[config.mk]
export PLATFORM = sky130hd
export DESIGN_NAME = usmi_core
export DESIGN_NICKNAME = d
export VERILOG_FILES = /design/src/usmi_core.v
export VERILOG_INCLUDE_DIRS = /design/src /design/src/src
export SDC_FILE = /design/constraint.sdc
export NUM_CORES = 1
export LEC_CHECK = 0
export BUFFER_PORTS_ARGS = -buffer_cell sky130_fd_sc_hd__clkbuf_2
export CAP_MARGIN = 20
export CORE_AREA = 2 2 130 132
export CTS_CLUSTER_SIZE = 12
export DETAILED_ROUTE_END_ITERATION = 12
export DIE_AREA = 0 0 132 134
export GPL_ROUTABILITY_DRIVEN = 0
export PLACE_DENSITY_LB_ADDON = 0.1
export SLEW_MARGIN = 20
export SYNTH_ARGS = -nofsm -noshare
export SYNTH_HDL_FRONTEND = slang
export SYNTH_SLANG_ARGS = --single-unit
[constraint.sdc]
create_clock -name clk -period 2.6 [get_ports clk]
set_clock_uncertainty 0.1 [all_clocks]
set_input_delay 0.26 -clock clk [delete_from_list [all_inputs] [get_ports clk]]
set_output_delay 0.26 -clock clk [all_outputs]
set_load 0.02 [all_outputs]
[src/usmi_regs.vh]
// Register offsets, field positions and reset values of the serial port mode and mask block
`ifndef USMI_REGS_VH
`define USMI_REGS_VH

// ----------------------------------------------------------------
// Register byte offsets
// ----------------------------------------------------------------
`define USMI_OFS_CTRL      8'h00
`define USMI_OFS_MODE      8'h04
`define USMI_OFS_IEN_SET   8'h08
`define USMI_OFS_IEN_CLR   8'h0C
`define USMI_OFS_IEN_VIEW  8'h10
`define USMI_OFS_STATUS    8'h14

// ----------------------------------------------------------------
// Fields of line_mode_config
// ----------------------------------------------------------------
`define USMI_F_MODE_LSB    0
`define USMI_F_CLKSEL_LSB  4
`define USMI_F_CHAR_LEN_FIELD_LSB    6
`define USMI_F_SYNC        8
`define USMI_F_PAR_LSB     9
`define USMI_F_STOP_BIT_COUNT_LSB  12
`define USMI_F_CHANNEL_MODE_LSB  14
`define USMI_F_MSB_FIRST        16
`define USMI_F_NINE_BIT_CHAR       17
`define USMI_F_SERIAL_CLOCK_DRIVE        18
`define USMI_F_OVER        19
`define USMI_F_INHIBIT_NACK       20
`define USMI_F_LIMIT_SUCCESSIVE_NACK      21
`define USMI_F_MAXIT_LSB   24
`define USMI_F_FILTER      28

// ----------------------------------------------------------------
// Control command bits and status bits used here
// ----------------------------------------------------------------
`define USMI_CR_CLR_REPEAT 13
`define USMI_ST_ITERATION  10

// ----------------------------------------------------------------
// Reset and layout values
// ----------------------------------------------------------------
`define USMI_MODE_RESET    32'h00000000
`define USMI_MASK_RESET    20'h00000
`define USMI_MASK_VALID    20'hF3FFF
`define USMI_MODE_ISO_T0   4'h4
`define USMI_CLK_EXTERNAL  2'h3
`define USMI_OVS_16        5'h10
`define USMI_OVS_8         5'h08

`endif

[src/usmi_core.v]
// Mode register decode, channel routing, smart card NACK limiting and interrupt mask of the serial port
//
// Notes on behaviour
// - Parity code: even, odd, forced 0, forced 1, none for 10x, multidrop for 11x.
// - Asynchronous stop bits: 00 one, 01 one and a half, 10 two, 11 reserved.
// - Synchronous stop bits: 00 one, 10 two; 01 and 11 reserved.
// - Channel mode 00 normal; 01 echoes the receiver input onto the transmit pin.
// - Channel mode 10 feeds the transmitter output into the receiver input.
// - Channel mode 11 ties the receive pin straight to the transmit pin.
// - msb_first selects bit order for both transmit and receive characters.
// - nine_bit_char forces nine-bit characters, otherwise length from char_len_field.
// - Serial clock pin driven only with serial_clock_drive set and internal clock selected.
// - Oversampling is sixteen when oversample_select is 0, eight when 1.
// - inhibit_nack set suppresses every non-acknowledge.
// - Without limiting, each parity error gives an immediate non-acknowledge.
// - With limiting, consecutive parity errors are counted, each acknowledged negatively.
// - Count at max_repeat_count stops further non-acknowledges and sets repeat_limit_flag.
// - max_repeat_count is the repetition limit in smart card T=0 mode.
// - ir_rx_filter takes one sample per sample_tick and votes two of the last three.
// - Enable, disable and mask share bits 0-13 and 16-19; others reserved.
// - Writing 1 to irq_enable_set enables that source; 0 does nothing.
// - Writing 1 to irq_enable_clear disables that source; 0 does nothing.
// - sync_select 0 gives asynchronous, 1 synchronous operation.
// - clear_repeat_cmd clears repeat_limit_flag, only while smart card mode is on.
`include "usmi_regs.vh"
`timescale 1ns/100ps

module usmi_core #(
   parameter ADDR_W = 8
) (
   input  wire              clk,
   input  wire              nrst,
   input  wire              hsel,
   input  wire [ADDR_W-1:0] haddr,
   input  wire [1:0]        htrans,
   input  wire              hwrite,
   input  wire [2:0]        hsize,
   input  wire [31:0]       hwdata,
   input  wire              hready,
   output reg               hreadyout,
   output reg               hresp,
   output reg  [31:0]       hrdata,
   input  wire              rxd_pin,
   output reg               txd_pin,
   input  wire              tx_core_bit,
   output reg               rx_core_bit,
   input  wire              sample_tick,
   input  wire              baud_clk_level,
   output reg               sck_out,
   output reg               sck_oe,
   input  wire [8:0]        tx_char,
   output reg  [8:0]        tx_shift_word,
   input  wire [8:0]        rx_shift_word,
   output reg  [8:0]        rx_char,
   input  wire              rx_char_done,
   input  wire              rx_par_err,
   output reg               nack_pulse,
   output reg               repeat_limit_flag,
   input  wire [19:0]       status_in,
   output reg               irq,
   output reg               sync_mode,
   output reg  [2:0]        parity_kind,
   output reg  [2:0]        stop_half_bits,
   output reg               stop_reserved,
   output reg  [3:0]        char_bits,
   output reg  [4:0]        oversample
);

   // ----------------------------------------------------------------
   // Parity kinds and helpers
   // ----------------------------------------------------------------
   localparam [2:0] PK_EVEN  = 3'h0;
   localparam [2:0] PK_ODD   = 3'h1;
   localparam [2:0] PK_SPACE = 3'h2;
   localparam [2:0] PK_MARK  = 3'h3;
   localparam [2:0] PK_NONE  = 3'h4;
   localparam [2:0] PK_MDROP = 3'h5;

   // Places the first bit to shift at bit 0, honouring length and order
   function [8:0] order_char;
      input [8:0] data;
      input [3:0] len;
      input       msb_first;
      reg   [8:0] rev;
      integer     i;
      begin
         rev = 9'h000;
         for (i = 0; i < 9; i = i + 1) begin
            rev[i] = data[8 - i];
         end
         if (msb_first) begin
            order_char = rev >> (4'h9 - len);
         end else begin
            order_char = data;
         end
      end
   endfunction

   // ----------------------------------------------------------------
   // Bus slave
   // ----------------------------------------------------------------
   reg  [31:0]       mode_r;
   reg  [19:0]       mask_r;
   reg               wr_pend_r;
   reg               rd_pend_r;
   reg  [ADDR_W-1:0] addr_r;
   reg  [31:0]       rd_mux;
   wire              take    = hsel & htrans[1] & hready & hreadyout;
   wire              wr_ctrl = wr_pend_r && (addr_r[7:0] == `USMI_OFS_CTRL);
   wire [19:0]       flags;

   always @* begin
      case (addr_r[7:0])
         `USMI_OFS_MODE:     rd_mux = mode_r;
         `USMI_OFS_IEN_VIEW: rd_mux = {12'h000, mask_r};
         `USMI_OFS_STATUS:   rd_mux = {12'h000, flags};
         default:            rd_mux = 32'h00000000;
      endcase
   end

   // Reads take one wait state so that a write just before is visible
   always @(posedge clk or negedge nrst) begin
      if (!nrst) begin
         hreadyout <= 1'b1;
         hresp     <= 1'b0;
         hrdata    <= 32'h00000000;
         wr_pend_r <= 1'b0;
         rd_pend_r <= 1'b0;
         addr_r    <= {ADDR_W{1'b0}};
      end else begin
         hresp     <= 1'b0;
         wr_pend_r <= take & hwrite;
         if (take) begin
            addr_r <= haddr;
         end
         if (take & ~hwrite) begin
            rd_pend_r <= 1'b1;
            hreadyout <= 1'b0;
         end else if (rd_pend_r) begin
            rd_pend_r <= 1'b0;
            hrdata    <= rd_mux;
            hreadyout <= 1'b1;
         end
      end
   end

   // ----------------------------------------------------------------
   // Mode and mask registers
   // ----------------------------------------------------------------
   always @(posedge clk or negedge nrst) begin
      if (!nrst) begin
         mode_r <= `USMI_MODE_RESET;
         mask_r <= `USMI_MASK_RESET;
      end else if (wr_pend_r) begin
         if (addr_r[7:0] == `USMI_OFS_MODE) begin
            mode_r <= hwdata;
         end
         if (addr_r[7:0] == `USMI_OFS_IEN_SET) begin
            mask_r <= mask_r | (hwdata[19:0] & `USMI_MASK_VALID);
         end
         if (addr_r[7:0] == `USMI_OFS_IEN_CLR) begin
            mask_r <= mask_r & ~(hwdata[19:0] & `USMI_MASK_VALID);
         end
      end
   end

   wire [3:0] f_mode   = mode_r[`USMI_F_MODE_LSB +: 4];
   wire [1:0] f_clksel = mode_r[`USMI_F_CLKSEL_LSB +: 2];
   wire [1:0] f_char_len_field   = mode_r[`USMI_F_CHAR_LEN_FIELD_LSB +: 2];
   wire       f_sync   = mode_r[`USMI_F_SYNC];
   wire [2:0] f_par    = mode_r[`USMI_F_PAR_LSB +: 3];
   wire [1:0] f_stop_bit_count = mode_r[`USMI_F_STOP_BIT_COUNT_LSB +: 2];
   wire [1:0] f_channel_mode = mode_r[`USMI_F_CHANNEL_MODE_LSB +: 2];
   wire       f_msb_first   = mode_r[`USMI_F_MSB_FIRST];
   wire       f_nine_bit_char  = mode_r[`USMI_F_NINE_BIT_CHAR];
   wire       f_serial_clock_drive   = mode_r[`USMI_F_SERIAL_CLOCK_DRIVE];
   wire       f_over   = mode_r[`USMI_F_OVER];
   wire       f_inhibit_nack  = mode_r[`USMI_F_INHIBIT_NACK];
   wire       f_limit_successive_nack = mode_r[`USMI_F_LIMIT_SUCCESSIVE_NACK];
   wire [2:0] f_maxit  = mode_r[`USMI_F_MAXIT_LSB +: 3];
   wire       f_filter = mode_r[`USMI_F_FILTER];
   wire       iso_t0   = (f_mode == `USMI_MODE_ISO_T0);
   wire [3:0] len_now  = f_nine_bit_char ? 4'h9 : ({2'b00, f_char_len_field} + 4'h5);

   // ----------------------------------------------------------------
   // Framing decode
   // ----------------------------------------------------------------
   always @(posedge clk or negedge nrst) begin
      if (!nrst) begin
         sync_mode      <= 1'b0;
         parity_kind    <= PK_EVEN;
         stop_half_bits <= 3'h2;
         stop_reserved  <= 1'b0;
         char_bits      <= 4'h5;
         oversample     <= `USMI_OVS_16;
         sck_out        <= 1'b0;
         sck_oe         <= 1'b0;
      end else begin
         sync_mode <= f_sync;
         case (f_par)
            3'h0:    parity_kind <= PK_EVEN;
            3'h1:    parity_kind <= PK_ODD;
            3'h2:    parity_kind <= PK_SPACE;
            3'h3:    parity_kind <= PK_MARK;
            3'h4,
            3'h5:    parity_kind <= PK_NONE;
            default: parity_kind <= PK_MDROP;
         endcase
         case (f_stop_bit_count)
            2'h0: begin
               stop_half_bits <= 3'h2;
               stop_reserved  <= 1'b0;
            end
            2'h1: begin
               stop_half_bits <= f_sync ? 3'h2 : 3'h3;
               stop_reserved  <= f_sync;
            end
            2'h2: begin
               stop_half_bits <= 3'h4;
               stop_reserved  <= 1'b0;
            end
            default: begin
               stop_half_bits <= 3'h2;
               stop_reserved  <= 1'b1;
            end
         endcase
         char_bits  <= len_now;
         oversample <= f_over ? `USMI_OVS_8 : `USMI_OVS_16;
         sck_oe     <= f_serial_clock_drive && (f_clksel != `USMI_CLK_EXTERNAL);
         sck_out    <= baud_clk_level;
      end
   end

   // ----------------------------------------------------------------
   // Bit order of characters
   // ----------------------------------------------------------------
   always @(posedge clk or negedge nrst) begin
      if (!nrst) begin
         tx_shift_word <= 9'h000;
         rx_char       <= 9'h000;
      end else begin
         tx_shift_word <= order_char(tx_char, len_now, f_msb_first);
         rx_char       <= order_char(rx_shift_word, len_now, f_msb_first);
      end
   end

   // ----------------------------------------------------------------
   // Receive synchroniser, infrared filter and channel routing
   // ----------------------------------------------------------------
   reg       rx_s1_r;
   reg       rx_s2_r;
   reg [2:0] filt_r;
   wire      vote    = (filt_r[0] & filt_r[1]) | (filt_r[1] & filt_r[2]) | (filt_r[0] & filt_r[2]);
   wire      rx_line = f_filter ? vote : rx_s2_r;

   always @(posedge clk or negedge nrst) begin
      if (!nrst) begin
         rx_s1_r     <= 1'b1;
         rx_s2_r     <= 1'b1;
         filt_r      <= 3'h7;
         txd_pin     <= 1'b1;
         rx_core_bit <= 1'b1;
      end else begin
         rx_s1_r <= rxd_pin;
         rx_s2_r <= rx_s1_r;
         if (sample_tick) begin
            filt_r <= {filt_r[1:0], rx_s2_r};
         end
         case (f_channel_mode)
            2'h0: begin
               txd_pin     <= tx_core_bit;
               rx_core_bit <= rx_line;
            end
            2'h1: begin
               txd_pin     <= rx_line;
               rx_core_bit <= rx_line;
            end
            2'h2: begin
               txd_pin     <= 1'b1;
               rx_core_bit <= tx_core_bit;
            end
            default: begin
               txd_pin     <= rx_s2_r;
               rx_core_bit <= 1'b1;
            end
         endcase
      end
   end

   // ----------------------------------------------------------------
   // Smart card non-acknowledge and repetition limit
   // ----------------------------------------------------------------
   reg  [2:0] err_cnt_r;
   wire       clr_rep = wr_ctrl && hwdata[`USMI_CR_CLR_REPEAT] && iso_t0;
   wire       got_err = iso_t0 && rx_char_done && rx_par_err;
   wire       at_lim  = f_limit_successive_nack && (err_cnt_r == f_maxit);
   wire       hit_lim = got_err && f_limit_successive_nack && ((err_cnt_r + 3'h1) == f_maxit || at_lim);

   always @(posedge clk or negedge nrst) begin
      if (!nrst) begin
         err_cnt_r         <= 3'h0;
         nack_pulse        <= 1'b0;
         repeat_limit_flag <= 1'b0;
      end else begin
         nack_pulse <= got_err && !f_inhibit_nack && !at_lim;
         if (clr_rep) begin
            err_cnt_r <= 3'h0;
         end else if (iso_t0 && rx_char_done && !rx_par_err) begin
            err_cnt_r <= 3'h0;
         end else if (got_err && f_limit_successive_nack && !at_lim) begin
            err_cnt_r <= err_cnt_r + 3'h1;
         end
         // A limit reached in the clearing cycle still wins
         if (hit_lim) begin
            repeat_limit_flag <= 1'b1;
         end else if (clr_rep) begin
            repeat_limit_flag <= 1'b0;
         end
      end
   end

   // ----------------------------------------------------------------
   // Interrupt output
   // ----------------------------------------------------------------
   assign flags = {status_in[19:11], repeat_limit_flag, status_in[9:0]} & `USMI_MASK_VALID;

   always @(posedge clk or negedge nrst) begin
      if (!nrst) begin
         irq <= 1'b0;
      end else begin
         irq <= |(flags & mask_r);
      end
   end

   // Unused bus qualifier
   wire unused_ok = &{1'b0, hsize};

endmodule

* Yosys cells after proc, flatten, opt, wreduce, memory -nomap -nowiden *
Cells that the tools add are included.

word-level totals
  flip-flop bits (word level) = 145
  latch bits = 0
  memory bits (writable) = 0
  memory bits (read-only) = 0
  output and inout port bits = 76
  logic and storage cells = 119
  memories = 0

cells by class
  $add $sub $neg = 3
  multipliers = 0
  div/mod/pow operators = 0
  order comparisons = 0
  equal/unequal tests = 18
  shift operators = 2
  mux-type cells = 22
  bitwise gates (word level) = 16
  reductions and logical operators = 32

operator list
  cell                                                              number
  32-bit case mux with 3 select lines                               1
  20-bit AND                                                        2
  20-bit two-way mux                                                2
  20-bit NOT                                                        1
  20-bit OR                                                         1
  20-bit OR reduction                                               1
  9-bit two-way mux                                                 2
  9-bit by 4-bit right shift with 9-bit output                      2
  8-bit by 4-bit == test with 1-bit output (second input constant)  2
  8-bit by 5-bit == test with 1-bit output (second input constant)  2
  3-bit case mux with 5 select lines                                1
  1-bit logical AND                                                 13
  3-bit two-way mux                                                 3
  1-bit AND                                                         8
  8-bit by 3-bit == test with 1-bit output (second input constant)  1
  8-bit logical NOT                                                 1
  1-bit two-way mux                                                 7
  3-bit by 2-bit == test with 1-bit output (second input constant)  2
  3-bit == test                                                     2
  3-bit == test (second input constant)                             2
  3-bit case mux with 2 select lines                                1
  2-bit AND reduction                                               3
  2-bit nonzero test                                                3
  2-bit OR reduction                                                3
  19 further kinds                                                  27

* Longest topological paths before layout *
  depth in word-level cells = 8
  gate-level depth with buffers = 11
  mapped depth without buffers = 7

* Worst setup path before layout *
No wires, ideal clock.

  path kind = register to register
  from = register mode_r[6]
  to = register tx_shift_word[0]
  data arrival time = 2.446 ns
  required time = 2.366 ns
  setup slack = -0.079 ns
  cell stages (with the launch flop) = 11
  period minus slack after synthesis = 2.679 ns
  path through = dfrtp_1 -> ha_1 -> buf_2 -> nand2b_1 -> buf_6 -> buf_2 -> ha_1 -> mux4_2 -> nand2b_1 -> o311ai_0 -> o22ai_1

between the ends
  word-level cells in the longest chain between the ends = 5

RTL lines
  item                                          line             source
  start: declaration                            usmi_core.v:102  reg [31:0] mode_r;
  start signal: assignment                      usmi_core.v:152  mode_r <= `USMI_MODE_RESET;
  start signal: assignment                      usmi_core.v:156  mode_r <= hwdata;
  2-bit by 3-bit adder with 4-bit output        usmi_core.v:183  wire [3:0] len_now = f_nine_bit_char ? 4'h9 : ({2'b00, f_char_len_field} + 4'h5);
  4-bit two-way mux                             usmi_core.v:183
  4-bit subtractor                              usmi_core.v:92   order_char = rev >> (4'h9 - len);
  9-bit by 4-bit right shift with 9-bit output  usmi_core.v:92
  9-bit two-way mux                             usmi_core.v:91   if (msb_first) begin
  end signal: assignment                        usmi_core.v:242  tx_shift_word <= order_char(tx_char, len_now, f_msb_first);
  end: declaration                              usmi_core.v:52   output reg [8:0] tx_shift_word,

No other way between the ends.
A chain may end at the register's enable or synchronous reset.

* Worst setup path in the final report *
  from = register mode_r[6]
  to = register tx_shift_word[6]

The elaborated chain is that of the path after synthesis.

==> impl_results.md <==
* First-pass GRT wire length at 26.7 mm
* Final Hold Viols at 0
* Global Route Usage Sum at 19.1%
* Vias in the first global route at 5,188
* CP delay by family, top: simple AND/OR/NAND/NOR gates
* Die area at 0.0177 mm^2
* Final WL at 16.4 mm
* Ys async rst share at 100%
* Antenna Violating Nets Remaining at 0
* Crit path max fanout at 12
* Grt met3 use at 5.10%
* Clk Latency, worst-skew pair at 420 ps
* Largest net degree at the start of global routing at 52
* DPL Wire Length at 11.6 mm
* Crit Path Category: reg2reg
* HP Class: in2reg
* R2R cell count at 8
* Max incr delay on CP at 380 ps
* Clk buf depth at 2
* RSZ-0062 raised after global routing: no
* Primary FF master, synth: dfrtp_1
* Top Usage Layer GRT: met2
* Compound-Gate Fraction of Synth Area at 17.1%
* Pre-Repair DR Iteration Count at 4
* Root Buffer Master: clkbuf_16
* Reg2reg setup slack at 200 ps
* Worst reg2reg startpoint: mode_r[6]$_DFFE_PN0P_
* GR Util met1 at 25.5%
* Count leader, synth: dfrtp_1
* Ports at 170
* Dominant combinational cell family by area after synthesis: compound AO/OA/AOI/OAI gates
* Post-CTS Setup Repair Bufs at 0
* DRC violations left at 0
* Outcome: complete, no violations
* Fin. max-slew vios at 0
* CTS tree: built
* Hold path depth at 3
* Crit path time final at 2400 ps
* Pleak at 4.05 nW
* Synthesized cell area at 0.00639 mm^2
* Clk slew on worst S/H paths at 60 ps
* Top cell type's share of synthesized area at 50.1%
* Area added between synthesis and finish at 34.7%
* Number of synthesis warnings at 0
* Inserted Diodes at 0
* Tcrit/Tclk final at 92.1%
* Post-synthesis adder-cell area fraction at 0.744%
* CP Launch Type: flop
* WP buf/inv at 1
* Worst Hold End: irq$_DFF_PN0_
* Register area share after synthesis at 55.1%
* PortBufs at 158
* Max capacitance violation total at 0
* Post-CTS Resized at 0
* Clock Sink Count at 140
* Synth area leaders: dfrtp_1 (50%), mux2_2 (12%), a22o_1 (7.4%), dfstp_2 (4.9%), a21oi_1 (2.1%)
* Critical Path AT at 2620 ps
* CP required at 2820 ps
* Simple-gate share of the synthesized area at 6.58%
* Mux contribution to synthesized area at 15.6%
* Chip Width at 132 um
* Final setup viols at 0
* Crit path max-delay cell type: dfrtp_1
* Starting density of the core at 39.2%
* Design Area, Final at 0.00860 mm^2
* Cts bufs inserted at 17
* Iter 0 DRT Violations at 285
* Worst setup EP type: flop
* Worst R2R End: tx_shift_word[6]$_DFF_PN0_
* Commonest cells post-synth: dfrtp_1 (128), mux2_2 (69), a22o_1 (54)
* Drt wl/cell at 17.3 um
* Die height at 134 um
* Setup Total Neg Slack at 0 ps
* Via density at 5.30
* Syn avg cell area at 12.6 um^2
* Stages on worst setup path at 8
* Row cnt at 47
* Hold buffers post-CTS at 48
* Grt total ovfl at 0
* Vias at 5,043
* Number of synthesized flops with an enable pin at 0
* Dpl cell area at 0.00747 mm^2
* Yosys cell types at 58
* XOR/XNOR share of the synthesized area at 0.685%
* Grt met2 use at 30.0%
* CORE AREA at 0.0163 mm^2
* Fmax at 0.418 GHz
* Seq cells post-synth at 140
* Share of cells above drive strength 1 at 42.3%
* PwrDens at 785 mW/mm^2
* Post-Syn Instances at 507
* Area leader, netlist: dfrtp_1
* Max VDD drop at 0.000544 V
* Nets at 816
* Crit path cell chain: ha_1, or2_2, ha_4, or3_1, a21oi_1, buf_4, nand2_1, o2bb2ai_1
* H-Tree Depth at 4
* HP Start: status_in[8]
* Initial antenna violation count at 0
-- cell families after synthesis --
kind of cell             after synthesis
AO/OA/AOI/OAI                        149
flip-flops                           140
multiplexers                          82
AND/OR/NAND/NOR                       73
buffers and inverters                 53
XOR/XNOR                               5
adder cells (fa/ha/maj)                4
other                                  1
-- cells in the final DEF (no fill, tap or decap), drive strengths merged, types with 3 or more instances in the layout --
cell and count:
clkinvlp 4, inv 15, clkbuf 175, dlygate4sd3 48
conb 4, mux2 69, a21oi 27, nor2 12
xnor2 4, nand3 6, a31oi 19, a22oi 5
ha 3, nand2 17, and3 3, dfstp 12
o211ai 5, a32o 3, a211oi 3, clkinv 4
o22ai 3, dfrtp 128, a22o 54, buf 24
bufinv 5, nand4 8, o21ai 12, o221ai 3
a221oi 3, and4 3, mux2i 6, mux4 7
nor2b 6, nand2b 4
-- area by class of cell --
| type | count | area (um^2) |
|---|---|---|
| sequential | 140 | 3520 |
| clock buffer | 18 | 439 |
| clock inverter | 14 | 216 |
| inverter | 14 | 52.6 |
| fill | 1473 | 7690 |
| multi-input combinational | 317 | 2640 |
| tap | 220 | 275 |
| timing repair buffer | 229 | 1460 |
-- worst min-delay path, delay by kind of cell --
family | cells | cell delay (ps)
and+or+nand+nor | 1 | 90
buffers and inverters | 1 | 90
AOI/OAI and AO/OA | 1 | 60
-- worst max path at each step --
stage                     slack [ps]                   from                    endpoint
after floorplan                   40  mode_r[6]$_DFFE_PN0P_  tx_shift_word[0]$_DFF_PN0_
after global placement           280  mode_r[7]$_DFFE_PN0P_  tx_shift_word[6]$_DFF_PN0_
after detailed placement         240  mode_r[7]$_DFFE_PN0P_  tx_shift_word[6]$_DFF_PN0_
after CTS                        220  mode_r[6]$_DFFE_PN0P_  tx_shift_word[6]$_DFF_PN0_
after global routing              40  mode_r[7]$_DFFE_PN0P_  tx_shift_word[6]$_DFF_PN0_
final                            200  mode_r[6]$_DFFE_PN0P_  tx_shift_word[6]$_DFF_PN0_
-- power breakdown --
group	internal (mW)	leakage, nW	total, mW	switching [mW]
Combinational	0.703	1.96	1.48	0.773
Sequential	2.43	1.77	2.60	0.172
Clock	1.73	0.309	2.68	0.950
-- metal layers --
metal | vias to the layer above | part of all wire (%)
met5 | - | 0
met2 | 179 | 47
li1 | 2352 | -
met3 | 18 | 5.9
met1 | 2494 | 45
met4 | 0 | 1.7
-- per-stage QoR --
| stage | power (mW) | worst slack [ps] | utilization [%] | std cells | hold WS [ps] |
|---|---|---|---|---|---|
| floorplan | 3.58 | 36.2 | - | 510 | -136 |
| global placement | 4.04 | 276 | 45.8 | 872 | 89.6 |
| detailed placement | 4.06 | 241 | 45.8 | 872 | 89.0 |
| CTS | 6.83 | 222 | 52.8 | 952 | 2.91 |
| global route | 7.08 | 39.8 | 52.8 | 952 | 22.0 |
| finish | 6.76 | 205 | 52.8 | 952 | 15.6 |
(Power assumes the default switching activity.)
